===== config.mk =====
export PLATFORM = sky130hd
export DESIGN_NAME = bfp_ctrl
export DESIGN_NICKNAME = d
export VERILOG_FILES = /design/src/bfp_ctrl.v /design/src/bfp_sync.v /design/src/bfp_timer.v
export VERILOG_INCLUDE_DIRS = /design/src /design/src/shared
export SDC_FILE = /design/constraint.sdc
export NUM_CORES = 1
export LEC_CHECK = 0
export BUFFER_PORTS_ARGS = -buffer_cell sky130_fd_sc_hd__buf_2
export CAP_MARGIN = 5
export CORE_ASPECT_RATIO = 2
export CORE_UTILIZATION = 65
export DETAILED_ROUTE_END_ITERATION = 8
export PLACE_DENSITY = 0.94
export SYNTH_ARGS = -nofsm -noshare
export SYNTH_HDL_FRONTEND = slang
export SYNTH_SLANG_ARGS = --single-unit
export TNS_END_PERCENT = 10

===== constraint.sdc =====
create_clock -name clk -period 11.7 [get_ports clk]
set_clock_uncertainty 0.2 [all_clocks]
set_input_delay 2.34 -clock clk [delete_from_list [all_inputs] [get_ports clk]]
set_output_delay 2.34 -clock clk [all_outputs]
set_load 0.005 [all_outputs]

===== src/shared/bfp_defs.vh =====
// Constants of the buck fault protection controller
`ifndef BFP_DEFS_VH
`define BFP_DEFS_VH

// ----------------------------------------------------------------------------
// Timing
// ----------------------------------------------------------------------------
`define BFP_CLK_PERIOD_NS 25
`define BFP_UV_DELAY_NS 1000000
`define BFP_HICCUP_BASE_NS 8960000
`define BFP_SS_STEP_NS 1000000
`define BFP_SS_MULT 7
`define BFP_OV_ON_NS 200
`define BFP_TMR_W 22

// ----------------------------------------------------------------------------
// Register bus
// ----------------------------------------------------------------------------
`define BFP_AW 4
`define BFP_DW 8
`define BFP_ADDR_CTRL 4'h0
`define BFP_ADDR_CONFIG 4'h1
`define BFP_ADDR_STATUS 4'h2
`define BFP_ADDR_MASK 4'h3
`define BFP_ADDR_CLEAR 4'h4
`define BFP_ADDR_STATE 4'h5
`define BFP_ADDR_RIPPLE 4'h6

// Control register fields and reset value
`define BFP_CTRL_ON_OFF 0
`define BFP_CTRL_HICCUP 1
`define BFP_CTRL_FCCM 2
`define BFP_CTRL_RST 8'h02
`define BFP_CTRL_MASK 8'h07

// Config register fields and reset value
`define BFP_CFG_FREQ_LO 0
`define BFP_CFG_FREQ_HI 2
`define BFP_CFG_SS_LO 3
`define BFP_CFG_SS_HI 5
`define BFP_CFG_RST 8'h00
`define BFP_CFG_MASK 8'h3F

// Status flag positions
`define BFP_ST_POS_OC 0
`define BFP_ST_NEG_OC 1
`define BFP_ST_OUTPUT_CURRENT_FAULT_FLAG 2
`define BFP_ST_VIN_UV 3
`define BFP_ST_INPUT 4
`define BFP_ST_TEMP 5
`define BFP_ST_UV 6
`define BFP_ST_OV 7
`define BFP_STATUS_RST 8'h00
`define BFP_MASK_RST 8'h00

// Ripple time constants in microseconds per frequency selection
`define BFP_TC_275 8'h4B
`define BFP_TC_325 8'h4B
`define BFP_TC_425 8'h3E
`define BFP_TC_525 8'h3E
`define BFP_TC_625 8'h28
`define BFP_TC_750 8'h30
`define BFP_TC_850 8'h1A
`define BFP_TC_1000 8'h24

// Input synchroniser bit positions
`define BFP_NSYNC 9
`define BFP_IN_POS 0
`define BFP_IN_NEG 1
`define BFP_IN_UV 2
`define BFP_IN_OV 3
`define BFP_IN_OOB 4
`define BFP_IN_SUPPLY 5
`define BFP_IN_TEMP 6
`define BFP_IN_EN 7
`define BFP_IN_PWM 8

`endif


===== src/bfp_ctrl.v =====
// Buck fault protection controller: gate enables, hiccup, fault flags
//
// Behaviour
// - Off period above trip: both switches off
// - Continuous conduction: negative valley limit applied
// - Current limit events latch output current flags
// - Undervoltage held 1 ms: both drivers off
// - Hiccup: wait 8.96 ms plus seven soft-starts
// - Persisting fault repeats hiccup cycling forever
// - Undervoltage protection armed after soft-start
// - Overvoltage latches high off, low on
// - Overvoltage with negative limit: brief high pulse
// - Out-of-bound: high off, no fault, no latch
// - Supply lockout shuts off, resumes on recovery
// - Lockout while enabled latches input flags
// - Overtemperature shuts off, latches temperature flag
// - Eight frequencies, each with ripple constant
// - Clear-faults command clears all flags except those whose event is active in that cycle
`timescale 1ns/10ps
`default_nettype none
`include "bfp_defs.vh"

module bfp_ctrl #(
	parameter UV_DELAY_CYC = `BFP_UV_DELAY_NS / `BFP_CLK_PERIOD_NS,
	parameter HICCUP_BASE_CYC = `BFP_HICCUP_BASE_NS / `BFP_CLK_PERIOD_NS,
	parameter SS_STEP_CYC = `BFP_SS_STEP_NS / `BFP_CLK_PERIOD_NS
) (
	input wire clk, // Clock, 40 MHz
	input wire rst_n, // Asynchronous reset, active low
	input wire ce, // Clock enable, freezes all state when low
	input wire [`BFP_AW-1:0] addr, // Register address
	input wire [`BFP_DW-1:0] wdata, // Register write data
	input wire wr, // Write strobe
	input wire rd, // Read strobe
	output reg [`BFP_DW-1:0] rdata, // Read data, cycle after rd
	output wire irq, // Interrupt, level, active high
	input wire pos_current_limit, // Valley current above positive trip
	input wire neg_current_limit_detect, // Valley current below negative trip
	input wire undervolt_cmp, // Feedback below 68 percent of target
	input wire overvolt_cmp, // Feedback above 120 percent of target
	input wire out_of_bound_cmp, // Feedback above 108 percent of target
	input wire supply_low, // Supply below lockout threshold
	input wire over_temp, // Die above temperature threshold
	input wire en_pin, // Enable pin
	input wire pwm_high_req, // Modulator asks for high-side on
	input wire soft_start_done, // Soft-start ramp complete
	output reg converter_run, // Run request to soft-start and modulator
	output reg hs_en, // High-side gate drive enable
	output reg ls_en, // Low-side gate drive enable
	output reg [2:0] freq_sel, // Selected switching frequency
	output reg [2:0] soft_start_sel, // Soft-start time in ms minus one
	output reg [7:0] ripple_tc // Ripple time constant in us
);

	localparam ST_OFF = 3'h0;
	localparam ST_RUN = 3'h1;
	localparam ST_UV_OFF = 3'h2;
	localparam ST_HICCUP = 3'h3;
	localparam ST_OV_LATCH = 3'h4;

	localparam OV_ON_CYC = (`BFP_OV_ON_NS + `BFP_CLK_PERIOD_NS - 1) / `BFP_CLK_PERIOD_NS;
	localparam SS_MULT_CYC = `BFP_SS_MULT * SS_STEP_CYC;

	// ------------------------------------------------------------------------
	// Input synchronisation
	// ------------------------------------------------------------------------
	wire [`BFP_NSYNC-1:0] raw_in;
	wire [`BFP_NSYNC-1:0] sync_in;

	assign raw_in[`BFP_IN_POS] = pos_current_limit;
	assign raw_in[`BFP_IN_NEG] = neg_current_limit_detect;
	assign raw_in[`BFP_IN_UV] = undervolt_cmp;
	assign raw_in[`BFP_IN_OV] = overvolt_cmp;
	assign raw_in[`BFP_IN_OOB] = out_of_bound_cmp;
	assign raw_in[`BFP_IN_SUPPLY] = supply_low;
	assign raw_in[`BFP_IN_TEMP] = over_temp;
	assign raw_in[`BFP_IN_EN] = en_pin;
	assign raw_in[`BFP_IN_PWM] = pwm_high_req;

	bfp_sync #(
		.W(`BFP_NSYNC)
	) u_sync (
		.clk(clk),
		.rst_n(rst_n),
		.ce(ce),
		.d(raw_in),
		.q(sync_in)
	);

	wire pos_s = sync_in[`BFP_IN_POS];
	wire neg_s = sync_in[`BFP_IN_NEG];
	wire uv_s = sync_in[`BFP_IN_UV];
	wire ov_s = sync_in[`BFP_IN_OV];
	wire oob_s = sync_in[`BFP_IN_OOB];
	wire supply_s = sync_in[`BFP_IN_SUPPLY];
	wire temp_s = sync_in[`BFP_IN_TEMP];
	wire en_s = sync_in[`BFP_IN_EN];
	wire pwm_s = sync_in[`BFP_IN_PWM];

	// ------------------------------------------------------------------------
	// Registers
	// ------------------------------------------------------------------------
	reg [`BFP_DW-1:0] ctrl;
	reg [`BFP_DW-1:0] status;
	reg [`BFP_DW-1:0] mask;
	reg [2:0] state;
	reg [2:0] next_state;
	reg [`BFP_DW-1:0] next_status;
	reg [`BFP_DW-1:0] events;
	reg next_hs;
	reg next_ls;

	wire on_off = ctrl[`BFP_CTRL_ON_OFF];
	wire hiccup_en = ctrl[`BFP_CTRL_HICCUP];
	wire fccm = ctrl[`BFP_CTRL_FCCM];
	wire enabled = en_s | on_off;
	wire blocked = supply_s | temp_s;
	wire in_run = (state == ST_RUN);
	// Soft-start always runs in discontinuous conduction
	wire continuous_conduction = fccm & in_run & soft_start_done;
	wire uv_armed = in_run & soft_start_done;

	wire wr_ctrl = wr & (addr == `BFP_ADDR_CTRL);
	wire wr_cfg = wr & (addr == `BFP_ADDR_CONFIG);
	wire wr_status = wr & (addr == `BFP_ADDR_STATUS);
	wire wr_mask = wr & (addr == `BFP_ADDR_MASK);
	wire wr_clear = wr & (addr == `BFP_ADDR_CLEAR);

	// ------------------------------------------------------------------------
	// Ripple time constant lookup
	// ------------------------------------------------------------------------
	function [7:0] tc_lookup;
		input [2:0] sel;
		begin
			case (sel)
				3'h0: tc_lookup = `BFP_TC_275;
				3'h1: tc_lookup = `BFP_TC_325;
				3'h2: tc_lookup = `BFP_TC_425;
				3'h3: tc_lookup = `BFP_TC_525;
				3'h4: tc_lookup = `BFP_TC_625;
				3'h5: tc_lookup = `BFP_TC_750;
				3'h6: tc_lookup = `BFP_TC_850;
				default: tc_lookup = `BFP_TC_1000;
			endcase
		end
	endfunction

	// ------------------------------------------------------------------------
	// Timers
	// ------------------------------------------------------------------------
	wire uv_busy;
	wire uv_done;
	wire ov_busy;
	wire ov_done;
	wire uv_expire = uv_done & in_run;
	wire hiccup_expire = uv_done & (state == ST_HICCUP);
	wire [`BFP_TMR_W-1:0] ss_ms = {{(`BFP_TMR_W-4){1'b0}}, {1'b0, soft_start_sel} + 4'h1};
	wire [`BFP_TMR_W-1:0] hiccup_load;
	wire [`BFP_TMR_W-1:0] uv_load;
	wire uv_start;
	wire uv_abort;
	wire ov_start;

	assign hiccup_load = HICCUP_BASE_CYC[`BFP_TMR_W-1:0] + ss_ms * SS_MULT_CYC[`BFP_TMR_W-1:0];
	assign uv_load = uv_expire ? hiccup_load : UV_DELAY_CYC[`BFP_TMR_W-1:0];
	assign uv_start = (uv_armed & uv_s & ~uv_busy & ~uv_done & ~blocked & enabled & ~ov_s)
		| (uv_expire & hiccup_en);
	assign uv_abort = (in_run & (~uv_s | ~uv_armed)) | (state == ST_OFF);
	assign ov_start = (state == ST_OV_LATCH) & neg_s & ~ov_busy & ~hs_en;

	bfp_timer u_uv_timer (
		.clk(clk),
		.rst_n(rst_n),
		.ce(ce),
		.start(uv_start),
		.abort(uv_abort),
		.load(uv_load),
		.busy(uv_busy),
		.done(uv_done)
	);

	bfp_timer u_ov_timer (
		.clk(clk),
		.rst_n(rst_n),
		.ce(ce),
		.start(ov_start),
		.abort(state != ST_OV_LATCH),
		.load(OV_ON_CYC[`BFP_TMR_W-1:0]),
		.busy(ov_busy),
		.done(ov_done)
	);

	// ------------------------------------------------------------------------
	// Protection state machine
	// ------------------------------------------------------------------------
	always @* begin
		next_state = state;
		case (state)
			ST_OFF: begin
				if (enabled & ~blocked) begin
					next_state = ST_RUN;
				end
			end
			ST_RUN: begin
				if (~enabled | blocked) begin
					next_state = ST_OFF;
				end else if (ov_s) begin
					next_state = ST_OV_LATCH;
				end else if (uv_expire) begin
					next_state = hiccup_en ? ST_HICCUP : ST_UV_OFF;
				end
			end
			ST_UV_OFF: begin
				if (~enabled) begin
					next_state = ST_OFF;
				end
			end
			ST_HICCUP: begin
				if (~enabled) begin
					next_state = ST_OFF;
				end else if (hiccup_expire) begin
					next_state = ST_OFF;
				end
			end
			ST_OV_LATCH: begin
				if (~enabled) begin
					next_state = ST_OFF;
				end
			end
			default: begin
				next_state = ST_OFF;
			end
		endcase
	end

	// ------------------------------------------------------------------------
	// Gate drive decisions
	// ------------------------------------------------------------------------
	always @* begin
		next_hs = 1'b0;
		next_ls = 1'b0;
		if (state == ST_OV_LATCH) begin
			if (ov_start | ov_busy) begin
				next_hs = 1'b1;
				next_ls = 1'b0;
			end else begin
				next_ls = 1'b1;
			end
		end else if (in_run & (next_state == ST_RUN)) begin
			if (~hs_en & pos_s) begin
				next_hs = 1'b0;
				next_ls = 1'b0;
			end else if (pwm_s & ~oob_s) begin
				next_hs = 1'b1;
			end else begin
				next_ls = ~(continuous_conduction & neg_s);
			end
			if (oob_s) begin
				next_hs = 1'b0;
			end
		end
		if (blocked) begin
			next_hs = 1'b0;
			next_ls = 1'b0;
		end
	end

	// ------------------------------------------------------------------------
	// Fault events and sticky status
	// ------------------------------------------------------------------------
	always @* begin
		events = {`BFP_DW{1'b0}};
		events[`BFP_ST_POS_OC] = in_run & ~hs_en & pos_s;
		events[`BFP_ST_NEG_OC] = continuous_conduction & ~hs_en & neg_s;
		events[`BFP_ST_OUTPUT_CURRENT_FAULT_FLAG] = events[`BFP_ST_POS_OC] | events[`BFP_ST_NEG_OC];
		events[`BFP_ST_VIN_UV] = supply_s & enabled;
		events[`BFP_ST_INPUT] = supply_s & enabled;
		events[`BFP_ST_TEMP] = temp_s;
		events[`BFP_ST_UV] = uv_expire;
		events[`BFP_ST_OV] = in_run & ov_s & enabled & ~blocked;
		if (wr_clear) begin
			next_status = events;
		end else if (wr_status) begin
			next_status = (status & ~wdata) | events;
		end else begin
			next_status = status | events;
		end
	end

	assign irq = |(status & mask);

	// ------------------------------------------------------------------------
	// Clocked state
	// ------------------------------------------------------------------------
	always @(posedge clk or negedge rst_n) begin
		if (!rst_n) begin
			state <= ST_OFF;
			hs_en <= 1'b0;
			ls_en <= 1'b0;
			converter_run <= 1'b0;
			ctrl <= `BFP_CTRL_RST;
			status <= `BFP_STATUS_RST;
			mask <= `BFP_MASK_RST;
			freq_sel <= 3'h0;
			soft_start_sel <= 3'h0;
			ripple_tc <= `BFP_TC_275;
		end else if (ce) begin
			state <= next_state;
			hs_en <= next_hs;
			ls_en <= next_ls;
			converter_run <= (next_state == ST_RUN);
			status <= next_status;
			ripple_tc <= tc_lookup(freq_sel);
			if (wr_ctrl) begin
				ctrl <= wdata & `BFP_CTRL_MASK;
			end
			if (wr_mask) begin
				mask <= wdata;
			end
			if (wr_cfg) begin
				freq_sel <= wdata[`BFP_CFG_FREQ_HI:`BFP_CFG_FREQ_LO];
				soft_start_sel <= wdata[`BFP_CFG_SS_HI:`BFP_CFG_SS_LO];
			end
		end
	end

	// ------------------------------------------------------------------------
	// Read port
	// ------------------------------------------------------------------------
	always @(posedge clk or negedge rst_n) begin
		if (!rst_n) begin
			rdata <= {`BFP_DW{1'b0}};
		end else if (ce) begin
			if (!rd) begin
				rdata <= {`BFP_DW{1'b0}};
			end else if (addr == `BFP_ADDR_CTRL) begin
				rdata <= ctrl;
			end else if (addr == `BFP_ADDR_CONFIG) begin
				rdata <= {2'h0, soft_start_sel, freq_sel};
			end else if (addr == `BFP_ADDR_STATUS) begin
				rdata <= status;
			end else if (addr == `BFP_ADDR_MASK) begin
				rdata <= mask;
			end else if (addr == `BFP_ADDR_STATE) begin
				rdata <= {hs_en, ls_en, uv_armed, converter_run, uv_busy, state};
			end else if (addr == `BFP_ADDR_RIPPLE) begin
				rdata <= ripple_tc;
			end else begin
				rdata <= {`BFP_DW{1'b0}};
			end
		end
	end

endmodule

`default_nettype wire


===== src/bfp_sync.v =====
// Two-flop synchroniser for a vector of asynchronous inputs
`timescale 1ns/10ps
`default_nettype none

module bfp_sync #(
	parameter W = 1
) (
	input wire clk, // Clock
	input wire rst_n, // Asynchronous reset, active low
	input wire ce, // Clock enable
	input wire [W-1:0] d, // Asynchronous inputs
	output wire [W-1:0] q // Synchronised outputs
);

	genvar i;
	generate
		for (i = 0; i < W; i = i + 1) begin : g_bit
			reg meta;
			reg stable;
			always @(posedge clk or negedge rst_n) begin
				if (!rst_n) begin
					meta <= 1'b0;
					stable <= 1'b0;
				end else if (ce) begin
					meta <= d[i];
					stable <= meta;
				end
			end
			assign q[i] = stable;
		end
	endgenerate

endmodule

`default_nettype wire


===== src/bfp_timer.v =====
// One-shot down counter with load, abort and expiry pulse
`timescale 1ns/10ps
`default_nettype none
`include "bfp_defs.vh"

module bfp_timer (
	input wire clk, // Clock
	input wire rst_n, // Asynchronous reset, active low
	input wire ce, // Clock enable
	input wire start, // Load and start counting
	input wire abort, // Stop without expiry
	input wire [`BFP_TMR_W-1:0] load, // Cycles to count
	output reg busy, // Counting
	output reg done // One-cycle expiry pulse
);

	reg [`BFP_TMR_W-1:0] cnt;

	always @(posedge clk or negedge rst_n) begin
		if (!rst_n) begin
			cnt <= {`BFP_TMR_W{1'b0}};
			busy <= 1'b0;
			done <= 1'b0;
		end else if (ce) begin
			done <= 1'b0;
			if (start) begin
				cnt <= load;
				busy <= 1'b1;
			end else if (abort) begin
				busy <= 1'b0;
			end else if (busy) begin
				if (cnt <= {{(`BFP_TMR_W-1){1'b0}}, 1'b1}) begin
					busy <= 1'b0;
					done <= 1'b1;
				end else begin
					cnt <= cnt - {{(`BFP_TMR_W-1){1'b0}}, 1'b1};
				end
			end
		end
	end

endmodule

`default_nettype wire


Word level (Yosys, flattened, before mapping):

Index checks and enable logic that the tools add are counted.

* output and inout port bits: 26
* input bits: 27
* register bits: 112
* logic and storage cells: 188

* reduce and logical (&&, ||, !) cells: 14
* order comparisons: 2
* $add $sub $neg: 4
* $mul: 1
* multiplexer cells: 53
* equality and inequality tests: 22
* bitwise logic cells: 58

Operators with widths (count)
* $mux 22: 9
* $mux 8: 9
* $le 22x1->1 const B: 2
* $sub 22x1->22 const B: 2
* $pmux 7 s5: 1
* $and 1x1->1: 34
* $mux 1: 26
* $add 19x22->22 const A: 1
* $mux 3: 7
* $and 8x8->8: 2
* $mul 4x13->16 const B: 1
* $or 8x8->8: 2
* $eq 3x2->1 const B: 4
* $eq 3x3->1 const B: 4
* $eq 4x3->1 const B: 3
* $pmux 3 s4: 1
* $not 1->1: 11
* $eq 3x1->1 const B: 3
* $eq 4x2->1 const B: 2
* $not 8->8: 1
* $or 1x1->1: 8
* $reduce_and 4->1: 2
* $reduce_or 8->1: 1
* $logic_not 3->1: 2
* 9 further kinds: 16

Depth between registers and ports, before layout:

* depth after elaboration: 11
* mapped depth: 17
* depth with buffers taken out: 17

By module:

Synthesis repeated with hierarchy kept, for this count alone.

* cell total of the unflattened synthesis: 815
* area, all modules: 7468.4 um^2

Modules (own cells, without submodules)
* bfp_ctrl: instances 1, cells an instance 384, area an instance 3384.5 um^2
* bfp_timer (u_ov_timer): instances 1, cells an instance 195, area an instance 1655.3 um^2
* bfp_timer (u_uv_timer): instances 1, cells an instance 189, area an instance 1639.1 um^2
* bfp_sync: instances 1, cells an instance 47, area an instance 789.5 um^2

Worst setup path before layout:

No wires, ideal clock.

* kind: flip-flop to flip-flop
* start point: register soft_start_sel[0]
* end point: register u_uv_timer.cnt[21]
* setup time: 0.069 ns
* period minus slack after synthesis: 4.165 ns
* required time: 11.431 ns
* slack: 7.535 ns
* stages on the path, launching flop included: 16
* data arrival time: 3.895 ns
* buffers on the path: 0
* cells stage by stage: dfrtp_1 > ha_1 > xor2_1 > fa_1 > inv_1 > ha_1 > fa_1 > a21oi_1 > o221ai_1 > xnor2_1 > ha_1 > o21ai_0 > nand2_1 > or3_1 > a21oi_1 > nand3b_1

* longest elaborated chain between the ends: 5

RTL lines
* from (decl): RTL line bfp_ctrl.v:51 `output reg [2:0] soft_start_sel,`
* from (signal assigned): RTL line bfp_ctrl.v:322 `` soft_start_sel <= wdata[`BFP_CFG_SS_HI:`BFP_CFG_SS_LO]; ``
* $add 3x1->4: RTL line bfp_ctrl.v:157 `` wire [`BFP_TMR_W-1:0] ss_ms = {{(`BFP_TMR_W-4){1'b0}}, {1'b0, soft_start_sel} + 4'h1}; ``
* $mul 4x13->16: RTL line bfp_ctrl.v:164 `` assign hiccup_load = HICCUP_BASE_CYC[`BFP_TMR_W-1:0] + ss_ms * SS_MULT_CYC[`BFP_TMR_W-1:0]; ``
* $add 19x22->22: RTL line bfp_ctrl.v:164
* $mux 22: RTL line bfp_ctrl.v:165 `` assign uv_load = uv_expire ? hiccup_load : UV_DELAY_CYC[`BFP_TMR_W-1:0]; ``
* $mux 22: RTL line bfp_timer.v:26 `if (start) begin`
* to (signal assigned): RTL line bfp_timer.v:21 `` cnt <= {`BFP_TMR_W{1'b0}}; ``
* to (signal assigned): RTL line bfp_timer.v:27 `cnt <= load;`
* to (signal assigned): RTL line bfp_timer.v:36 `` cnt <= cnt - {{(`BFP_TMR_W-1){1'b0}}, 1'b1}; ``
* to (decl): RTL line bfp_timer.v:17 `` reg [`BFP_TMR_W-1:0] cnt; ``

Every way passes these cells.
A chain may end at the register's enable or synchronous reset.

Worst setup path in the final report:

Same ends and word-level chain as after synthesis.

==> flow_summary.ini <==
[status]
status = completed

[worst_hold_path]
holdCritStartpoint = u_ov_timer.cnt[18]
hold_class = reg2reg

[floorplanning]
ios = 53
die_x_um = 73.6
start_util_pct = 66.5
core_area_um2 = 10000
rows = 52
dieArea_um2 = 10700
die_h_um = 145

[power]
p_sw_uw = 591
powerDensity_nw_per_um2 = 198
power.share.switching_pct = 41.0
pwr-share-seq_pct = 35.9
clkPwrFrac_pct = 22.2
p_int_uw = 850
p_comb_share_pct = 41.9
p_leak_nw = 3.18
vdd_drop_max_mv = 0.141

[clocking]
clk-insertion-delay-late_ns = 0.35
cts-root-buf = clkbuf_16
post_cts_buffers = 0
hold_buffers = 0
clockBufferDepth = 2
cts.sinks = 110
cts_resized = 0
cts_tree = built
clkTransAtPathRegs_ns = 0.08
cts_made_buffers = 9
htree_num_levels = 3

[timing]
timing.final.crit_share_pct = 42.0
setup_violations = 0
tns_ns = 0
period_minus_slack_ns = 4.92
slew_headroom_pct = 22.0
maxSlewViolCount = 0
fmax_ghz = 0.203
rsz0062_at_grt = no
finalHoldViolCount = 0
layout_setup_ws_ns = 6.78
worstMarginPinSlew_ns = 1.16

[placed_design]
pre_cts_ws_ns = 6.85
hpwl_um = 13600
portBuffers = 51
place.gp.congestion = 0.979

[worst_setup_path]
rrSetupSlack_ns = 6.78
r2r-start = soft_start_sel[0]
cp-startpoint = soft_start_sel[0]
required_ns = 11.78
crit_family = adder cells
worstSetupEndpointType = flip-flop
critPathMaxStageDelay_ns = 0.54
critPathSlowestCell = dfrtp_1
cp.arrival_ns = 5.00
setup.worst_path.class = reg2reg
critPathMaxFanout = 9
path_cells = inv_1 > ha_1 > inv_1 > fa_1 > fa_1 > ha_1 > inv_1 > o21bai_1 > xnor2_1 > ha_1 > nand2_1 > o21ai_0 > nand2_1 > or3_1 > a21oi_1 > nand3b_1
cp-start-kind = flip-flop
path_buf_inv = 3

[synthesis]
ys.flop_type = dfrtp_1
async_reset_ff_share_pct = 100
syn-mean-instance-area_um2 = 9.05
yosysUniqueCellTypes = 68
netlist_instances = 736
synth_edf_count = 0
yosysWarnings = 0
syn-num-nets = 790
syn_area_um2 = 6660
seq_area_frac_synth_pct = 41.4
ys_seq_elements = 110

[global_route]
grt_overflow = 0
track_usage_pct = 38.2
grt_pass1_vias = 6177
grt_max_degree = 77
grt_first_pass_wirelength_um = 31000
antenna_found_initial = 0

[layout]
area.growth.synth_to_final_pct = 9.37
diodes = 0
drive_gt1_share_pct = 16.0
final_nets = 825

[route]
wl_per_cell_um = 21.0
drc = 0
postRouteAntennaNets = 0
first_iter_violations = 819
via_per_inst = 6.87
vias = 6259
drt-total-wl_um = 19100
dr.pass1.iters = 5

[job]
cap_violations = 0
[cell type report]
cell class	count	area, µm²
clock buffer	9	225
clock inverter	7	86.3
fill	775	2730
inverter	32	120
multi-input combinational	562	3630
sequential	110	2760
tap	135	169
timing repair buffer	56	295
[state kept, by name (all words and copies together) (netlist names), 3 cells and up]
name	cells
u_sync.g_bit.stable	9
state	3
u_sync.g_bit.meta	9
u_ov_timer.cnt	22
mask	8
ripple_tc	6
ctrl	3
soft_start_sel	3
status	8
rdata	8
freq_sel	3
u_uv_timer.cnt	22
[Yosys cell counts (4+ instances only)]
cell type / number / share of area (%)
a22o_1: 4 / 0.53
nor2b_1: 6 / 0.56
o221ai_1: 4 / 0.53
xor2_1: 8 / 1.1
a32oi_1: 6 / 0.79
a22oi_1: 9 / 1.0
o21bai_1: 4 / 0.45
o21a_1: 4 / 0.45
nand2b_1: 6 / 0.56
and3_1: 10 / 0.94
and2_1: 6 / 0.56
nand2_1: 70 / 3.9
nand4_1: 5 / 0.47
nand3_1: 29 / 2.2
o211ai_1: 4 / 0.45
nor2_1: 62 / 3.5
ha_1: 23 / 4.3
nor4_1: 10 / 0.94
clkbuf_1: 17 / 0.96
o21ai_0: 79 / 5.9
dfrtp_1: 106 / 40
a31oi_1: 8 / 0.75
inv_1: 32 / 1.8
o22ai_1: 6 / 0.56
o31ai_1: 5 / 0.56
buf_4: 6 / 0.68
mux2_2: 30 / 5.1
dfstp_2: 4 / 1.6
or3_1: 10 / 0.94
a21oi_1: 53 / 4.0
xnor2_1: 11 / 1.4
buf_2: 7 / 0.53
nor3_1: 19 / 1.4
o41ai_1: 8 / 1.1
fa_1: 4 / 1.2
or2_2: 6 / 0.56
[path summary, 6_finish.rpt]
kind	end	cells past startpoint
setup / recovery	u_uv_timer.cnt[21]	16
hold / removal	u_ov_timer.cnt[18]	1
setup reg to reg	u_uv_timer.cnt[21]	16
hold reg to reg	u_ov_timer.cnt[18]	1
max in group asynchronous	u_sync.g_bit[1].meta	2
min in group asynchronous	u_uv_timer.cnt[20]	1
[layer usage]
layer  global-route usage [%]  part of all wire [%]  wire length, µm
met5                        0                     0                0
met3                     7.57                   6.3             1210
met1                     42.3                    35             6690
met4                     26.8                   7.8             1500
met2                     63.2                    51             9740
[power groups by stage]
stage | logic (mW) | registers (mW) | clock network, mW
6_report | 0.604 | 0.517 | 0.320
2_1_floorplan | 0.417 | 0.497 | 0
3_5_place_dp | 0.571 | 0.519 | 0
4_1_cts | 0.578 | 0.513 | 0.320
5_1_grt | 0.661 | 0.524 | 0.337
3_3_place_gp | 0.542 | 0.516 | 0
[cells by family after synthesis]
family          after synthesis  share of synthesized area, %
simple gates                258                          19.7
fa+ha+maj                    27                          5.52
other cells                   1                        0.0563
mux                          31                          5.22
flops                       110                          41.4
xor+xnor                     19                          2.50
compound gates              226                          21.5
buf+inv                      64                          4.08
[stage by stage]
step | hold slack [ns] | std cells | power (mW) | cell area (µm²) | utilization [%]
global route | 0.317 | 911 | 1.52 | 7290 | 72.7
floorplan | 0.245 | 736 | 0.914 | 6660 | -
global placement | 0.265 | 895 | 1.06 | 6970 | 69.6
CTS | 0.287 | 911 | 1.41 | 7290 | 72.7
finish | 0.285 | 911 | 1.44 | 7290 | 72.7
detailed placement | 0.269 | 895 | 1.09 | 6970 | 69.6
[cell usage in the layout (no fill, tap or decap), types with 5 or more instances in the layout]
cell type / instances
o21ai_0: 79
nand2b_1: 6
nand3_1: 29
nor2_1: 62
a22oi_1: 9
o41ai_1: 8
nand2_1: 70
and2_1: 6
o22ai_1: 6
a21oi_1: 53
ha_1: 23
and3_1: 10
a31oi_1: 8
nor3_1: 19
or3_1: 10
nand4_1: 5
buf_4: 6
nor2b_1: 6
clkbuf_16: 9
xor2_1: 8
nor4_1: 10
buf_2: 50
dfrtp_1: 106
mux2_2: 30
or2_2: 6
a32oi_1: 6
o31ai_1: 5
xnor2_1: 11
inv_1: 32
[worst reg2reg max path: stages (launching register included)]
cell and delay (ns):
dfrtp_1 0.54, inv_1 0.26, ha_1 0.54, inv_1 0.21, fa_1 0.45, fa_1 0.47
ha_1 0.38, inv_1 0.08, o21bai_1 0.26, xnor2_1 0.21, ha_1 0.26, nand2_1 0.07
o21ai_0 0.16, nand2_1 0.15, or3_1 0.34, a21oi_1 0.13, nand3b_1 0.13
No activity file was read; power rests on OpenSTA's default activity.
